### config.mk
export PLATFORM = sky130hd
export DESIGN_NAME = rpd_channel_bank
export DESIGN_NICKNAME = d
export VERILOG_FILES = /design/src/logic/rpd_channel_bank.v /design/src/logic/rpd_desc_rom.v
export VERILOG_INCLUDE_DIRS = /design/src /design/src/include
export SDC_FILE = /design/constraint.sdc
export NUM_CORES = 2
export LEC_CHECK = 0
export BUFFER_PORTS_ARGS = -buffer_cell sky130_fd_sc_hd__buf_2
export CAP_MARGIN = 20
export CORE_ASPECT_RATIO = 0.8
export CORE_MARGIN = 5
export CORE_UTILIZATION = 40
export CTS_CLUSTER_DIAMETER = 30
export DETAILED_ROUTE_END_ITERATION = 7
export PLACE_DENSITY = 0.6
export SLEW_MARGIN = 20
export SYNTH_ARGS = -nofsm -noshare
export SYNTH_HDL_FRONTEND = slang
export SYNTH_HIERARCHICAL = 1
export SYNTH_SLANG_ARGS = --single-unit
### constraint.sdc
create_clock -name aclk -period 13.25 [get_ports aclk]
set_input_delay 1.325 -clock aclk [delete_from_list [all_inputs] [get_ports aclk]]
set_output_delay 1.325 -clock aclk [all_outputs]
set_load 0.05 [all_outputs]
### src/include/rpd_consts.vh
// Constants shared by the remote process data channel bank and its descriptor table.
// Assumes a 100 MHz clock and an AXI4-Lite master with 12 address bits.
`ifndef RPD_CONSTS_VH
`define RPD_CONSTS_VH

`define CLK_PERIOD_NS       10
`define XCHG_TIMEOUT_NS     100000

`define OFS_COMMAND         12'h000
`define OFS_DATA            12'h004
`define OFS_INFO            12'h008
`define OFS_DESC_ADDR       12'h00c
`define OFS_DESC_DATA       12'h010
`define OFS_CHAN_PAGE       4'h1

`define CMD_OP_STOP         8'h08
`define CMD_OP_START        8'h09
`define CMD_OP_SETUP        8'h0f
`define CMD_OP_XCHG         8'h10

`define CS_RFLT_LSB         24
`define CS_MODE_LSB         24
`define CS_COMM_ERR_BIT     13
`define CS_NO_REMOTE_BIT    14
`define FW_VERSION_DEF      8'h1d
`define FW_RFLT_MIN_VER     8'h1c

`define RFLT_LINK_BIT       7
`define RFLT_KEEPALIVE_BIT  0

`define RST_WORD            32'h00000000
`define RST_BYTE            8'h00
`define RESP_OKAY           2'h0
`define RESP_SLVERR         2'h2

`define REC_ELEMENT         8'ha0
`define REC_SETTING         8'hb0
`define TYPE_PAD            8'h00
`define TYPE_BITS           8'h01
`define TYPE_BOOLEAN        8'h07
`define DIR_IN              8'h00
`define DIR_TWO_WAY         8'h40
`define DIR_OUT             8'h80
`define KIND_FIXED          8'h00
`define KIND_RUNTIME        8'h01
`define MAX_ELEM_BITS       8'h60
`define WIDE_BITS           8'h30
`define NARROW_BITS         8'h18
`define SCALE_LOW           32'h00000000
`define SCALE_HIGH          32'h3f800000

`define SWM_IN_OUT          8'h00
`define SWM_IN_ONLY         8'h01
`define SWM_OUT_ONLY        8'h02
`define SWM_SPLIT           8'h03

`define TOC_BASE            16'h0010
`define GTOC_BASE           16'h0000
`define PDD_IN_BASE         16'h0020
`define PDD_OUT_BASE        16'h0040
`define SET_HW_BASE         16'h0060
`define SET_SW_BASE         16'h0070
`define LOC_IN              16'h0000
`define LOC_OUT             16'h0006

`endif

### src/logic/rpd_channel_bank.v
// Eight-channel register bank of the remote process data link, reached over AXI4-Lite.
// Assumes a link engine on the same clock that serves one channel request at a time
// and a bit-order jumper arriving asynchronously on a pin.
`include "rpd_consts.vh"
`default_nettype none

module rpd_channel_bank #(
  parameter [31:0] UNIT_NUMBER      = 32'h00000001, // Arbitrary value.
  parameter [31:0] DEVICE_NAME      = 32'h31444e4b, // Arbitrary value.
  parameter [7:0]  FW_VERSION       = `FW_VERSION_DEF,
  parameter        DISCOVERY_EN     = 1,
  parameter [19:0] XCHG_TIMEOUT_CYC = `XCHG_TIMEOUT_NS / `CLK_PERIOD_NS
) (
  input  wire        aclk,            // Clock
  input  wire        aresetn,         // Synchronous reset, active low
  input  wire [11:0] s_axi_awaddr,    // Write address
  input  wire        s_axi_awvalid,   // Write address valid
  output reg         s_axi_awready,   // Write address ready
  input  wire [31:0] s_axi_wdata,     // Write data
  input  wire [3:0]  s_axi_wstrb,     // Write byte strobes
  input  wire        s_axi_wvalid,    // Write data valid
  output reg         s_axi_wready,    // Write data ready
  output reg  [1:0]  s_axi_bresp,     // Write response
  output reg         s_axi_bvalid,    // Write response valid
  input  wire        s_axi_bready,    // Write response ready
  input  wire [11:0] s_axi_araddr,    // Read address
  input  wire        s_axi_arvalid,   // Read address valid
  output reg         s_axi_arready,   // Read address ready
  output reg  [31:0] s_axi_rdata,     // Read data
  output reg  [1:0]  s_axi_rresp,     // Read response
  output reg         s_axi_rvalid,    // Read data valid
  input  wire        s_axi_rready,    // Read data ready
  input  wire        bit_order_pin,   // Bit-order jumper, asynchronous
  input  wire [7:0]  lnk_present,     // Remote device answers on channel
  input  wire        lnk_done,        // Requested transfer finished, pulse
  input  wire        lnk_fail,        // Finished transfer had an error
  input  wire [31:0] lnk_in0,         // Inbound payload bytes 0 to 3
  input  wire [31:0] lnk_in1,         // Inbound payload bytes 4 to 7
  input  wire [31:0] lnk_in2,         // Inbound payload bytes 8 to 11
  input  wire [23:0] lnk_status,      // State, status and local faults
  input  wire [7:0]  lnk_rflt,        // Remote fault byte
  output reg         lnk_req_q,       // Transfer request, pulse
  output reg  [2:0]  lnk_chan_q,      // Channel of the request
  output reg  [31:0] lnk_out0_q,      // Outbound payload bytes 0 to 3
  output reg  [31:0] lnk_out1_q,      // Outbound payload bytes 4 to 7
  output reg  [31:0] lnk_out2_q,      // Outbound payload bytes 8 to 11
  output reg  [7:0]  lnk_mode_q,      // Runtime setting of the channel
  output reg         lnk_hw_order_q   // Captured bit-order setting
);

  localparam [2:0] ST_IDLE = 3'b001;
  localparam [2:0] ST_SCAN = 3'b010;
  localparam [2:0] ST_WAIT = 3'b100;

  localparam [2:0] K_CMD  = 3'd0;
  localparam [2:0] K_DATA = 3'd1;
  localparam [2:0] K_INFO = 3'd2;
  localparam [2:0] K_DADR = 3'd3;
  localparam [2:0] K_DDAT = 3'd4;
  localparam [2:0] K_CHAN = 3'd5;
  localparam [2:0] K_NONE = 3'd7;

  reg [31:0] in_w  [0:31];
  reg [31:0] out_w [0:31];
  reg [7:0]  mode_q [0:7];
  reg [7:0]  started_q;
  reg [15:0] cmd_q;
  reg [31:0] data_q;
  reg [7:0]  pend_q;
  reg [7:0]  fail_q;
  reg [2:0]  ch_q;
  reg [19:0] tmr_q;
  reg [2:0]  st_q;
  reg [15:0] desc_addr_q;
  reg [2:0]  desc_ch_q;
  reg        strap_m_q;
  reg        strap_s_q;
  reg        cap_done_q;
  reg        aw_hold_q;
  reg        w_hold_q;
  reg [11:0] awaddr_q;
  reg [31:0] wdata_q;
  reg [3:0]  wstrb_q;
  reg [31:0] rd_word;
  reg [2:0]  pick;
  wire       wr_go;
  wire [7:0] rom_byte;
  integer    i;

  // Address classes; channel words sit at page 1, 16 bytes per channel.
  function [2:0] addr_kind;
    input [11:0] a;
    begin
      if (a[1:0] != 2'b00) begin
        addr_kind = K_NONE;
      end else if (a == `OFS_COMMAND) begin
        addr_kind = K_CMD;
      end else if (a == `OFS_DATA) begin
        addr_kind = K_DATA;
      end else if (a == `OFS_INFO) begin
        addr_kind = K_INFO;
      end else if (a == `OFS_DESC_ADDR) begin
        addr_kind = K_DADR;
      end else if (a == `OFS_DESC_DATA) begin
        addr_kind = K_DDAT;
      end else if (a[11:8] == `OFS_CHAN_PAGE && !a[7]) begin
        addr_kind = K_CHAN;
      end else begin
        addr_kind = K_NONE;
      end
    end
  endfunction

  function [31:0] merge;
    input [31:0] old;
    input [31:0] nw;
    input [3:0]  strb;
    integer      b;
    begin
      merge = old;
      for (b = 0; b < 4; b = b + 1) begin
        if (strb[b]) begin
          merge[b*8 +: 8] = nw[b*8 +: 8];
        end
      end
    end
  endfunction

  function [2:0] lowest;
    input [7:0] m;
    integer     k;
    begin
      lowest = 3'd0;
      for (k = 7; k >= 0; k = k - 1) begin
        if (m[k]) begin
          lowest = k[2:0];
        end
      end
    end
  endfunction

  assign wr_go = aw_hold_q && w_hold_q && !s_axi_bvalid;

  rpd_desc_rom u_rom (
    .addr     (desc_addr_q),
    .sw_mode  (mode_q[desc_ch_q]),
    .hw_order (lnk_hw_order_q),
    .rd_byte  (rom_byte)
  );

  // Caught once after release; the synchroniser runs through reset so it is valid by then.
  always @(posedge aclk) begin
    strap_m_q <= bit_order_pin;
    strap_s_q <= strap_m_q;
    if (!aresetn) begin
      cap_done_q     <= 1'b0;
      lnk_hw_order_q <= 1'b0;
    end else begin
      cap_done_q <= 1'b1;
      if (cap_done_q == 1'b0) begin
        lnk_hw_order_q <= strap_s_q;
      end
    end
  end

  // Address and data are taken in either order and held until the response is taken.
  always @(posedge aclk) begin
    if (!aresetn) begin
      s_axi_awready <= 1'b1;
      s_axi_wready  <= 1'b1;
      s_axi_bvalid  <= 1'b0;
      s_axi_bresp   <= `RESP_OKAY;
      aw_hold_q     <= 1'b0;
      w_hold_q      <= 1'b0;
      awaddr_q      <= 12'h000;
      wdata_q       <= `RST_WORD;
      wstrb_q       <= 4'h0;
    end else begin
      if (s_axi_awvalid && s_axi_awready) begin
        aw_hold_q     <= 1'b1;
        awaddr_q      <= s_axi_awaddr;
        s_axi_awready <= 1'b0;
      end
      if (s_axi_wvalid && s_axi_wready) begin
        w_hold_q     <= 1'b1;
        wdata_q      <= s_axi_wdata;
        wstrb_q      <= s_axi_wstrb;
        s_axi_wready <= 1'b0;
      end
      if (wr_go) begin
        aw_hold_q    <= 1'b0;
        w_hold_q     <= 1'b0;
        s_axi_bvalid <= 1'b1;
        s_axi_bresp  <= (addr_kind(awaddr_q) == K_NONE) ? `RESP_SLVERR : `RESP_OKAY;
      end
      if (s_axi_bvalid && s_axi_bready) begin
        s_axi_bvalid  <= 1'b0;
        s_axi_awready <= 1'b1;
        s_axi_wready  <= 1'b1;
      end
    end
  end

  // Reads return the inbound side; outbound words are write-only by design.
  always @* begin
    case (addr_kind(s_axi_araddr))
      K_CMD:   rd_word = {16'h0000, cmd_q};
      K_DATA:  rd_word = data_q;
      K_INFO:  rd_word = {23'h000000, lnk_hw_order_q, FW_VERSION};
      K_DADR:  rd_word = {13'h0000, desc_ch_q, desc_addr_q};
      K_DDAT:  rd_word = {24'h000000, rom_byte};
      K_CHAN:  rd_word = in_w[{s_axi_araddr[6:4], s_axi_araddr[3:2]}];
      default: rd_word = `RST_WORD;
    endcase
  end

  always @(posedge aclk) begin
    if (!aresetn) begin
      s_axi_arready <= 1'b1;
      s_axi_rvalid  <= 1'b0;
      s_axi_rdata   <= `RST_WORD;
      s_axi_rresp   <= `RESP_OKAY;
    end else begin
      if (s_axi_arvalid && s_axi_arready) begin
        s_axi_arready <= 1'b0;
        s_axi_rvalid  <= 1'b1;
        s_axi_rdata   <= rd_word;
        s_axi_rresp   <= (addr_kind(s_axi_araddr) == K_NONE) ? `RESP_SLVERR : `RESP_OKAY;
      end
      if (s_axi_rvalid && s_axi_rready) begin
        s_axi_rvalid  <= 1'b0;
        s_axi_arready <= 1'b1;
      end
    end
  end

  always @* begin
    pick = lowest(pend_q);
  end

  // Command engine and register storage. Bus writes come last so a stop is never lost.
  always @(posedge aclk) begin
    if (!aresetn) begin
      for (i = 0; i < 32; i = i + 1) begin
        in_w[i]  <= `RST_WORD;
        out_w[i] <= `RST_WORD;
      end
      for (i = 0; i < 8; i = i + 1) begin
        mode_q[i] <= `RST_BYTE;
      end
      started_q   <= 8'h00;
      cmd_q       <= 16'h0000;
      data_q      <= `RST_WORD;
      pend_q      <= 8'h00;
      fail_q      <= 8'h00;
      ch_q        <= 3'd0;
      tmr_q       <= 20'h00000;
      st_q        <= ST_IDLE;
      desc_addr_q <= 16'h0000;
      desc_ch_q   <= 3'd0;
      lnk_req_q   <= 1'b0;
      lnk_chan_q  <= 3'd0;
      lnk_out0_q  <= `RST_WORD;
      lnk_out1_q  <= `RST_WORD;
      lnk_out2_q  <= `RST_WORD;
      lnk_mode_q  <= `RST_BYTE;
    end else begin
      lnk_req_q <= 1'b0;
      case (st_q)
        ST_IDLE: begin
          if (cmd_q != 16'h0000) begin
            case (cmd_q[15:8])
              `CMD_OP_STOP: begin
                for (i = 0; i < 8; i = i + 1) begin
                  if (cmd_q[7:0] == 8'h00 || cmd_q[i]) begin
                    started_q[i] <= 1'b0;
                    in_w[i*4]    <= `RST_WORD;
                  end
                end
                cmd_q  <= 16'h0000;
                data_q <= `RST_WORD;
              end
              `CMD_OP_START, `CMD_OP_SETUP: begin
                for (i = 0; i < 8; i = i + 1) begin
                  if (cmd_q[i] && lnk_present[i]) begin
                    started_q[i] <= 1'b1;
                    mode_q[i]    <= out_w[i*4][`CS_MODE_LSB +: 8];
                    in_w[i*4]    <= {`RST_BYTE, lnk_status};
                    if (cmd_q[15:8] == `CMD_OP_START && FW_VERSION > `FW_RFLT_MIN_VER) begin
                      in_w[i*4] <= {lnk_rflt, lnk_status};
                    end
                    in_w[i*4+1] <= UNIT_NUMBER;
                    in_w[i*4+2] <= DEVICE_NAME;
                    // A device without discovery shows zero pointers.
                    in_w[i*4+3] <= DISCOVERY_EN ? {`GTOC_BASE, `TOC_BASE} : `RST_WORD;
                  end else if (cmd_q[i]) begin
                    in_w[i*4] <= `RST_WORD | (32'h00000001 << `CS_NO_REMOTE_BIT);
                  end
                end
                data_q <= {24'h000000, cmd_q[7:0] & ~lnk_present};
                cmd_q  <= 16'h0000;
              end
              `CMD_OP_XCHG: begin
                pend_q <= cmd_q[7:0];
                fail_q <= 8'h00;
                st_q   <= ST_SCAN;
              end
              default: begin
                data_q <= {24'h000000, cmd_q[7:0]};
                cmd_q  <= 16'h0000;
              end
            endcase
          end
        end
        ST_SCAN: begin
          if (cmd_q[15:8] == `CMD_OP_STOP) begin
            st_q <= ST_IDLE;
          end else if (pend_q == 8'h00) begin
            cmd_q  <= 16'h0000;
            data_q <= {24'h000000, fail_q};
            st_q   <= ST_IDLE;
          end else if (started_q[pick]) begin
            ch_q       <= pick;
            lnk_req_q  <= 1'b1;
            lnk_chan_q <= pick;
            lnk_out0_q <= out_w[{pick, 2'd1}];
            lnk_out1_q <= out_w[{pick, 2'd2}];
            lnk_out2_q <= out_w[{pick, 2'd3}];
            lnk_mode_q <= mode_q[pick];
            tmr_q      <= 20'h00000;
            st_q       <= ST_WAIT;
          end else begin
            // A channel that never started fails without touching the link.
            fail_q[pick] <= 1'b1;
            pend_q[pick] <= 1'b0;
          end
        end
        ST_WAIT: begin
          if (cmd_q[15:8] == `CMD_OP_STOP) begin
            st_q <= ST_IDLE;
          end else if (lnk_done) begin
            in_w[{ch_q, 2'd0}] <= {lnk_rflt, lnk_status};
            in_w[{ch_q, 2'd1}] <= lnk_in0;
            in_w[{ch_q, 2'd2}] <= lnk_in1;
            in_w[{ch_q, 2'd3}] <= lnk_in2;
            fail_q[ch_q] <= lnk_fail;
            pend_q[ch_q] <= 1'b0;
            st_q         <= ST_SCAN;
          end else if (tmr_q == XCHG_TIMEOUT_CYC - 20'h00001) begin
            // A timed-out transfer counts as finished so the command can complete.
            in_w[{ch_q, 2'd0}][`CS_COMM_ERR_BIT] <= 1'b1;
            fail_q[ch_q] <= 1'b1;
            pend_q[ch_q] <= 1'b0;
            st_q         <= ST_SCAN;
          end else begin
            tmr_q <= tmr_q + 20'h00001;
          end
        end
        default: begin
          st_q <= ST_IDLE;
        end
      endcase
      if (wr_go) begin
        case (addr_kind(awaddr_q))
          K_CMD: begin
            // While busy only a stop is accepted; other writes are dropped.
            if ((st_q == ST_IDLE && cmd_q == 16'h0000) || wdata_q[15:8] == `CMD_OP_STOP) begin
              cmd_q <= {wstrb_q[1] ? wdata_q[15:8] : cmd_q[15:8],
                        wstrb_q[0] ? wdata_q[7:0] : cmd_q[7:0]};
            end
          end
          K_DADR: begin
            if (wstrb_q[0]) begin
              desc_addr_q[7:0] <= wdata_q[7:0];
            end
            if (wstrb_q[1]) begin
              desc_addr_q[15:8] <= wdata_q[15:8];
            end
            if (wstrb_q[2]) begin
              desc_ch_q <= wdata_q[18:16];
            end
          end
          K_CHAN: begin
            out_w[{awaddr_q[6:4], awaddr_q[3:2]}] <=
              merge(out_w[{awaddr_q[6:4], awaddr_q[3:2]}], wdata_q, wstrb_q);
          end
          default: begin
          end
        endcase
      end
    end
  end

endmodule

`default_nettype wire

### src/logic/rpd_desc_rom.v
// Self-describing tables of the remote I/O device: index table and descriptors.
// Assumes a registered byte address; the byte answer is combinational.
`include "rpd_consts.vh"
`default_nettype none

module rpd_desc_rom (
  input  wire [15:0] addr,      // Byte address into the descriptor space
  input  wire [7:0]  sw_mode,   // Runtime setting of the channel
  input  wire        hw_order,  // Jumper bit-order setting
  output reg  [7:0]  rd_byte    // Byte at addr
);

  reg [15:0] toc0;
  reg [15:0] toc1;
  reg [15:0] toc2;
  reg [15:0] toc3;
  reg [7:0]  width;
  reg [15:0] entry;
  reg [15:0] toc_off;

  localparam [31:0] LOW_WORD  = `SCALE_LOW;
  localparam [31:0] HIGH_WORD = `SCALE_HIGH;

  // Element descriptor byte at offset off.
  function [7:0] elem_byte;
    input [4:0]  off;
    input [7:0]  size;
    input [7:0]  dir;
    input [15:0] loc;
    input [23:0] name;
    begin
      case (off)
        5'd0:    elem_byte = `REC_ELEMENT;
        5'd1:    elem_byte = size;
        5'd2:    elem_byte = `TYPE_BITS;
        5'd3:    elem_byte = dir;
        5'd4:    elem_byte = LOW_WORD[7:0];
        5'd5:    elem_byte = LOW_WORD[15:8];
        5'd6:    elem_byte = LOW_WORD[23:16];
        5'd7:    elem_byte = LOW_WORD[31:24];
        5'd8:    elem_byte = HIGH_WORD[7:0];
        5'd9:    elem_byte = HIGH_WORD[15:8];
        5'd10:   elem_byte = HIGH_WORD[23:16];
        5'd11:   elem_byte = HIGH_WORD[31:24];
        5'd12:   elem_byte = loc[7:0];
        5'd13:   elem_byte = loc[15:8];
        5'd14:   elem_byte = 8'h62;
        5'd16:   elem_byte = name[23:16];
        5'd17:   elem_byte = name[15:8];
        5'd18:   elem_byte = name[7:0];
        default: elem_byte = 8'h00;
      endcase
    end
  endfunction

  // Setting descriptor byte at offset off.
  function [7:0] set_byte;
    input [3:0] off;
    input [7:0] idx;
    input [7:0] kind;
    input [7:0] letter;
    begin
      case (off)
        4'd0:    set_byte = `REC_SETTING;
        4'd1:    set_byte = idx;
        4'd2:    set_byte = kind;
        4'd4:    set_byte = letter;
        default: set_byte = 8'h00;
      endcase
    end
  endfunction

  always @* begin
    toc0  = `PDD_IN_BASE;
    toc1  = `PDD_OUT_BASE;
    toc2  = `SET_HW_BASE;
    toc3  = `SET_SW_BASE;
    width = (sw_mode == `SWM_SPLIT) ? `NARROW_BITS : `WIDE_BITS;
    if (sw_mode == `SWM_IN_ONLY) begin
      toc1 = `SET_HW_BASE;
      toc2 = `SET_SW_BASE;
      toc3 = 16'h0000;
    end else if (sw_mode == `SWM_OUT_ONLY) begin
      toc0 = `PDD_OUT_BASE;
      toc1 = `SET_HW_BASE;
      toc2 = `SET_SW_BASE;
      toc3 = 16'h0000;
    end
    toc_off = addr - `TOC_BASE;
    case (toc_off[15:1])
      15'd0:   entry = toc0;
      15'd1:   entry = toc1;
      15'd2:   entry = toc2;
      15'd3:   entry = toc3;
      default: entry = 16'h0000;
    endcase
    if (addr >= `TOC_BASE && addr < `PDD_IN_BASE) begin
      rd_byte = toc_off[0] ? entry[15:8] : entry[7:0];
    end else if (addr[15:5] == `PDD_IN_BASE >> 5) begin
      rd_byte = elem_byte(addr[4:0], width, `DIR_IN, `LOC_IN, 24'h696e00);
    end else if (addr[15:5] == `PDD_OUT_BASE >> 5) begin
      rd_byte = elem_byte(addr[4:0], width, `DIR_OUT, `LOC_OUT, 24'h6f7574);
    end else if (addr[15:4] == `SET_HW_BASE >> 4) begin
      rd_byte = set_byte(addr[3:0], {7'h00, hw_order}, `KIND_FIXED, 8'h68);
    end else if (addr[15:4] == `SET_SW_BASE >> 4) begin
      rd_byte = set_byte(addr[3:0], sw_mode, `KIND_RUNTIME, 8'h73);
    end else begin
      rd_byte = 8'h00;
    end
  end

endmodule

`default_nettype wire

* Word-level counts from Yosys, hierarchy flattened
Memories as Yosys holds them, arrays and structs flattened. A register that Yosys moved wholly into a read port is not among the register bits.
Cells that the tools add are included.
W data, S select, Z words.
** Storage, ports and cells
- Register bits after elaboration :: 213
- Bits in writable memories :: 2112
- Input bits :: 206
- Output and inout bits :: 150
- Word-level logic and storage cells :: 736
- Memories :: 3
** Memories
- in_w :: depth 32, width 32, rd ports 1, clocked after memory_dff 0, write ports 32, line rpd_channel_bank.v:63 : reg [31:0] in_w [0:31];
- out_w :: depth 32, width 32, rd ports 11, clocked after memory_dff 3, write ports 32, line rpd_channel_bank.v:64 : reg [31:0] out_w [0:31];
- mode_q :: depth 8, width 8, rd ports 2, clocked after memory_dff 2, write ports 8, line rpd_channel_bank.v:65 : reg [7:0] mode_q [0:7];
** Cells by class
- $add $sub $neg :: 2
- Magnitude comparators :: 6
- Equality and inequality tests :: 87
- Mux-type cells :: 439
- Bitwise operators :: 77
- Reductions and logical operators :: 85
** Operators with widths (count)
- $mux W32 :: 64
- $mux W8 :: 48
- $mux W1 :: 242
- $pmux W32 S6 :: 1
- $mux W16 :: 11
- $reduce_or A32 Y1 :: 5
- $mux W20 :: 6
- $mux W3 :: 32
- $pmux W32 S3 :: 1
- $pmux W8 S10 :: 1
- $pmux W8 S3 :: 3
- $or A1 B1 Y1 :: 65
- $pmux W16 S4 :: 1
- $pmux W32 S2 :: 1
- $pmux W8 S8 :: 1
- $ne A2 B2 Y1 const B :: 26
- $eq A12 B3 Y1 const B :: 4
- $eq A12 B4 Y1 const B :: 4
- $reduce_and A5 Y1 :: 9
- $pmux W20 S2 :: 1
- $eq A8 B4 Y1 const B :: 4
- $ne A4 B4 Y1 const B :: 8
- $pmux W16 S2 :: 1
- $pmux W8 S4 :: 1
- 61 further kinds :: 156

* Longest topological paths before layout
- Depth in word-level cells :: 19
- Gate-level depth with buffers :: 13
- Gate-level depth less buffers :: 10

* By module
Netlist, hierarchy kept.
** By module, submodules not included
- rpd_channel_bank :: instances 1, cells each 7371, area an instance 98465.7 µm², sequential area each 63540.9 µm²
- rpd_desc_rom :: instances 1, cells each 156, area an instance 1071.0 µm², sequential area each 0.0 µm²

* Worst setup path before layout
No wires, ideal clock.
- Path type :: input port to flip-flop
- Start point :: in aresetn
- End point :: mem in_w[1][0], enable pin
- Library setup time :: 1.143 ns
- Arrival :: 4.595 ns
- Required time :: 12.107 ns
- Path slack :: 7.512 ns
- Stages :: 5
- Buffers on the path :: 4
- Path through :: clkbuf_1 -> clkbuf_1 -> clkbuf_1 -> clkbuf_1 -> nand3_1
** RTL lines
- start, declared :: line rpd_channel_bank.v:15 : input wire aresetn,
- end, declared :: line rpd_channel_bank.v:63

==> results.sh <==
export IMPL_initial_core_util_pct=40.3
export IMPL_drtIter0Drc=8910
export IMPL_core_area_sq_um=247000
export IMPL_first_pass_iters=8
export IMPL_std_cell_rows=163
export IMPL_r2r_start="st_q[1]"
export IMPL_vias=67800
export IMPL_fmax_mhz=181
export IMPL_globalRouteMet1Util_pct=34.0
export IMPL_synth_seq_area_share_pct=63.8
export IMPL_die_area_sq_um=259000
export IMPL_synth_top_area_share_pct=57.9
export IMPL_track_usage_pct=24.2
export IMPL_cp_max_fo=293
export IMPL_skew_ps=79.4
export IMPL_yosys_area_share_simple_pct=17.7
export IMPL_synth_edf_count=1920
export IMPL_numCtsBuffers=475
export IMPL_synth_commonest_cells="edfxtp_1, and2_1, and3_1"
export IMPL_placed_area_sq_um=105000
export IMPL_max_clock_path_buffers=4
export IMPL_rr_worst_depth=8
export IMPL_totalWireLength_microns=324000
export IMPL_drc=0
export IMPL_tightest_slew_ps=1670
export IMPL_dp_hpwl_microns=194000
export IMPL_die_x_microns=568
export IMPL_clkTransAtPathRegs_ps=40
export IMPL_gp_congestion=0.873
export IMPL_p_leak_nw=46.6
export IMPL_holdWs_ps=334
export IMPL_first_global_vias=66400
export IMPL_ff_latch_area_sq_um=63500
export IMPL_synth_top_family_by_area="simple AND/OR/NAND/NOR gates"
export IMPL_clk_insertion_delay_late_ps=990
export IMPL_cts_resized=0
export IMPL_design_area_sq_um=121000
export IMPL_synthCells=7527
export IMPL_yosys_register_bits=2214
export IMPL_pin_count=356
export IMPL_holdBufCountCts=0
export IMPL_fin_crit_ps=5540
export IMPL_syn2layout_area_growth_pct=21.2
export IMPL_grt_setup_unrepaired="false"
export IMPL_slew_headroom_pct=-11.1
export IMPL_start_kind="primary input"
export IMPL_busiest_layer="met2"
export IMPL_dp_cells=10700
export IMPL_setup_viol=0
export IMPL_ctsHtreeMaxLevel=5
export IMPL_hold_viol_final=0
export IMPL_multi_input_area_sq_um=33800
export IMPL_antenna_found_initial=56
export IMPL_ys_warn_count=6
export IMPL_whs_endpoint="strap_s_q"
export IMPL_grt_max_degree=294
export IMPL_avgRoutedWirePerCell_microns=28.0
export IMPL_synth_async_sr_flop_share_pct=0
export IMPL_vdd_ir_drop_max_v=0.000119
export IMPL_hp_class="reg -> reg"
export IMPL_io_buffers=353
export IMPL_netlist_top_cell_by_area="edfxtp_1"
export IMPL_instances_no_fill=11600
export IMPL_synth_compound_area_share_pct=6.08
export IMPL_post_synth_top_count_cell="edfxtp_1"
export IMPL_avgSynthCellArea_sq_um=13.2
export IMPL_met3_usage_pct=6.08
export IMPL_synthXorXnorAreaFrac_pct=0.0880
export IMPL_power_density_nw_per_um2=169
export IMPL_tns_ps=0
export IMPL_cap_viol_max_count=0
export IMPL_path_class="in -> reg"
export IMPL_root_buffer="clkbuf_16"
export IMPL_cts_setup_buffers=0
export IMPL_cp_required_ps=13810
export IMPL_drtAntennaViolNets=0
export IMPL_synth_cell_type_count=96
export IMPL_fin_util_pct=48.8
export IMPL_synth_mux_area_share_pct=9.65
export IMPL_fillCellCount=21100
export IMPL_grt_pass1_wl_microns=465000
export IMPL_final_layout_size_suffix_gt1_share_pct=21.0
export IMPL_die_height_microns=456
export IMPL_status="finished with violations"
export IMPL_synthTopCellsByArea="edfxtp_1, mux4_2, and2_1"
export IMPL_crit_path_end_kind="register"
export IMPL_use_met2_pct=36.3
export IMPL_fin_nets=8083
export IMPL_crit_arrival_ps=6090
export IMPL_violations="slew limit"
export IMPL_netlist_area_sq_um=99500
export IMPL_vias_per_cell=5.85
export IMPL_slew_viol_final=118
export IMPL_whs_path_depth=0
export IMPL_post_route_period_util_pct=41.8
export IMPL_grt_ovfl_total=0
export IMPL_rrSetupSlack_ps=8100
export IMPL_yosys_area_share_adder_pct=0.0729
export IMPL_ys_dominant_reg_cell="edfxtp_1"
export IMPL_hold_path_startpoint="strap_m_q"
export IMPL_clock_sinks=2214
export IMPL_r2r_end="in_w[1][24]"
export IMPL_tritoncts="built"
-- state kept, by name, indices dropped and copies added (netlist names), 3 cells and up, named ones only --
| signal | flops |
|---|---|
| started_q | 8 |
| in_w | 1024 |
| s_axi_rdata | 32 |
| tmr_q | 20 |
| lnk_out0_q | 32 |
| lowest.m | 8 |
| ch_q | 3 |
| desc_addr_q | 16 |
| st_q | 3 |
| mode_q | 64 |
| lnk_mode_q | 8 |
| awaddr_q | 12 |
| wstrb_q | 4 |
| lnk_out1_q | 32 |
| desc_ch_q | 3 |
| wdata_q | 32 |
| fail_q | 8 |
| cmd_q | 16 |
| out_w | 832 |
| data_q | 8 |
| lnk_out2_q | 32 |
-- per-layer routing --
metal / vias to the layer above / routed length (microns) / part of all wire (%)
met5: - / 125 / 0.039
met4: 20 / 12600 / 3.9
met3: 684 / 36500 / 11
met2: 3970 / 144000 / 44
met1: 34100 / 131000 / 40
li1: 29000 / - / -
-- area by class of cell --
type,instances,share of cell area (%)
Sequential cell,2214,52.7
Clock inverter,302,2.75
Tap cell,3300,3.42
Antenna cell,25,0.0519
Clock buffer,566,10.5
Multi-Input combinational cell,4657,28.0
Inverter,24,0.0809
Timing Repair Buffer,500,2.51
-- worst max-delay path, cell delays in order --
cell and delay (ps):
clkbuf_8 510, inv_8 310, nor3_1 410, and2_4 660
buf_12 490, nand2_1 400, nand3_4 600, buf_4 670
-- per-stage QoR --
step                      power, mW  setup slack, ps
after floorplan                8.44             7510
after global placement         8.78             6810
after detailed placement       8.80             6760
after CTS                      20.4             7760
after global routing           20.9             7450
final                          20.4             7710
-- layout by cell type (no fill, tap or decap), types with 22 or more instances in the layout --
cell type / Yosys / routed
clkinv_1: 2 / 58
nand3_1: 47 / 42
o22ai_1: 45 / 45
a21oi_1: 218 / 217
clkbuf_16: 0 / 485
dfxtp_1: 294 / 287
or3_1: 22 / 22
o211ai_1: 84 / 84
bufinv_16: 0 / 59
clkinv_2: 0 / 84
nor2_1: 362 / 344
buf_2: 42 / 350
clkinv_4: 0 / 30
o21ai_0: 200 / 133
mux4_2: 336 / 336
buf_4: 6 / 133
diode_2: 0 / 25
nor3_1: 212 / 211
o21ai_1: 5 / 65
a222oi_1: 109 / 109
a21o_1: 110 / 110
edfxtp_1: 1920 / 1920
nand2_1: 593 / 584
clkbuf_1: 511 / 63
and2_1: 1161 / 1157
clkinvlp_4: 0 / 48
mux2i_1: 177 / 177
and3_1: 654 / 653
-- where the power goes --
group	internal, mW	total [mW]	switching [mW]
sequential	7.81	7.92	0.107
combinational	0.253	0.769	0.516
clock	7.88	11.7	3.80
total	15.9	20.4	4.43
-- worst max path at each step --
stage / from / to / cells past startpoint
after global routing: aresetn / in_w[16][10] / 10
after detailed placement: aresetn / in_w[16][25] / 10
after floorplan: aresetn / in_w[1][0] / 5
after CTS: aresetn / in_w[16][12] / 10
after global placement: aresetn / in_w[16][25] / 10
final: aresetn / in_w[1][24] / 8
-- cells by family after synthesis --
| group | after synthesis |
|---|---|
| simple gates | 3202 |
| flops | 2214 |
| compound gates | 901 |
| buf+inv | 657 |
| mux | 536 |
| xor+xnor | 10 |
| fa+ha+maj | 6 |
| other cells | 1 |
No activity file was read; power rests on OpenSTA's default activity.
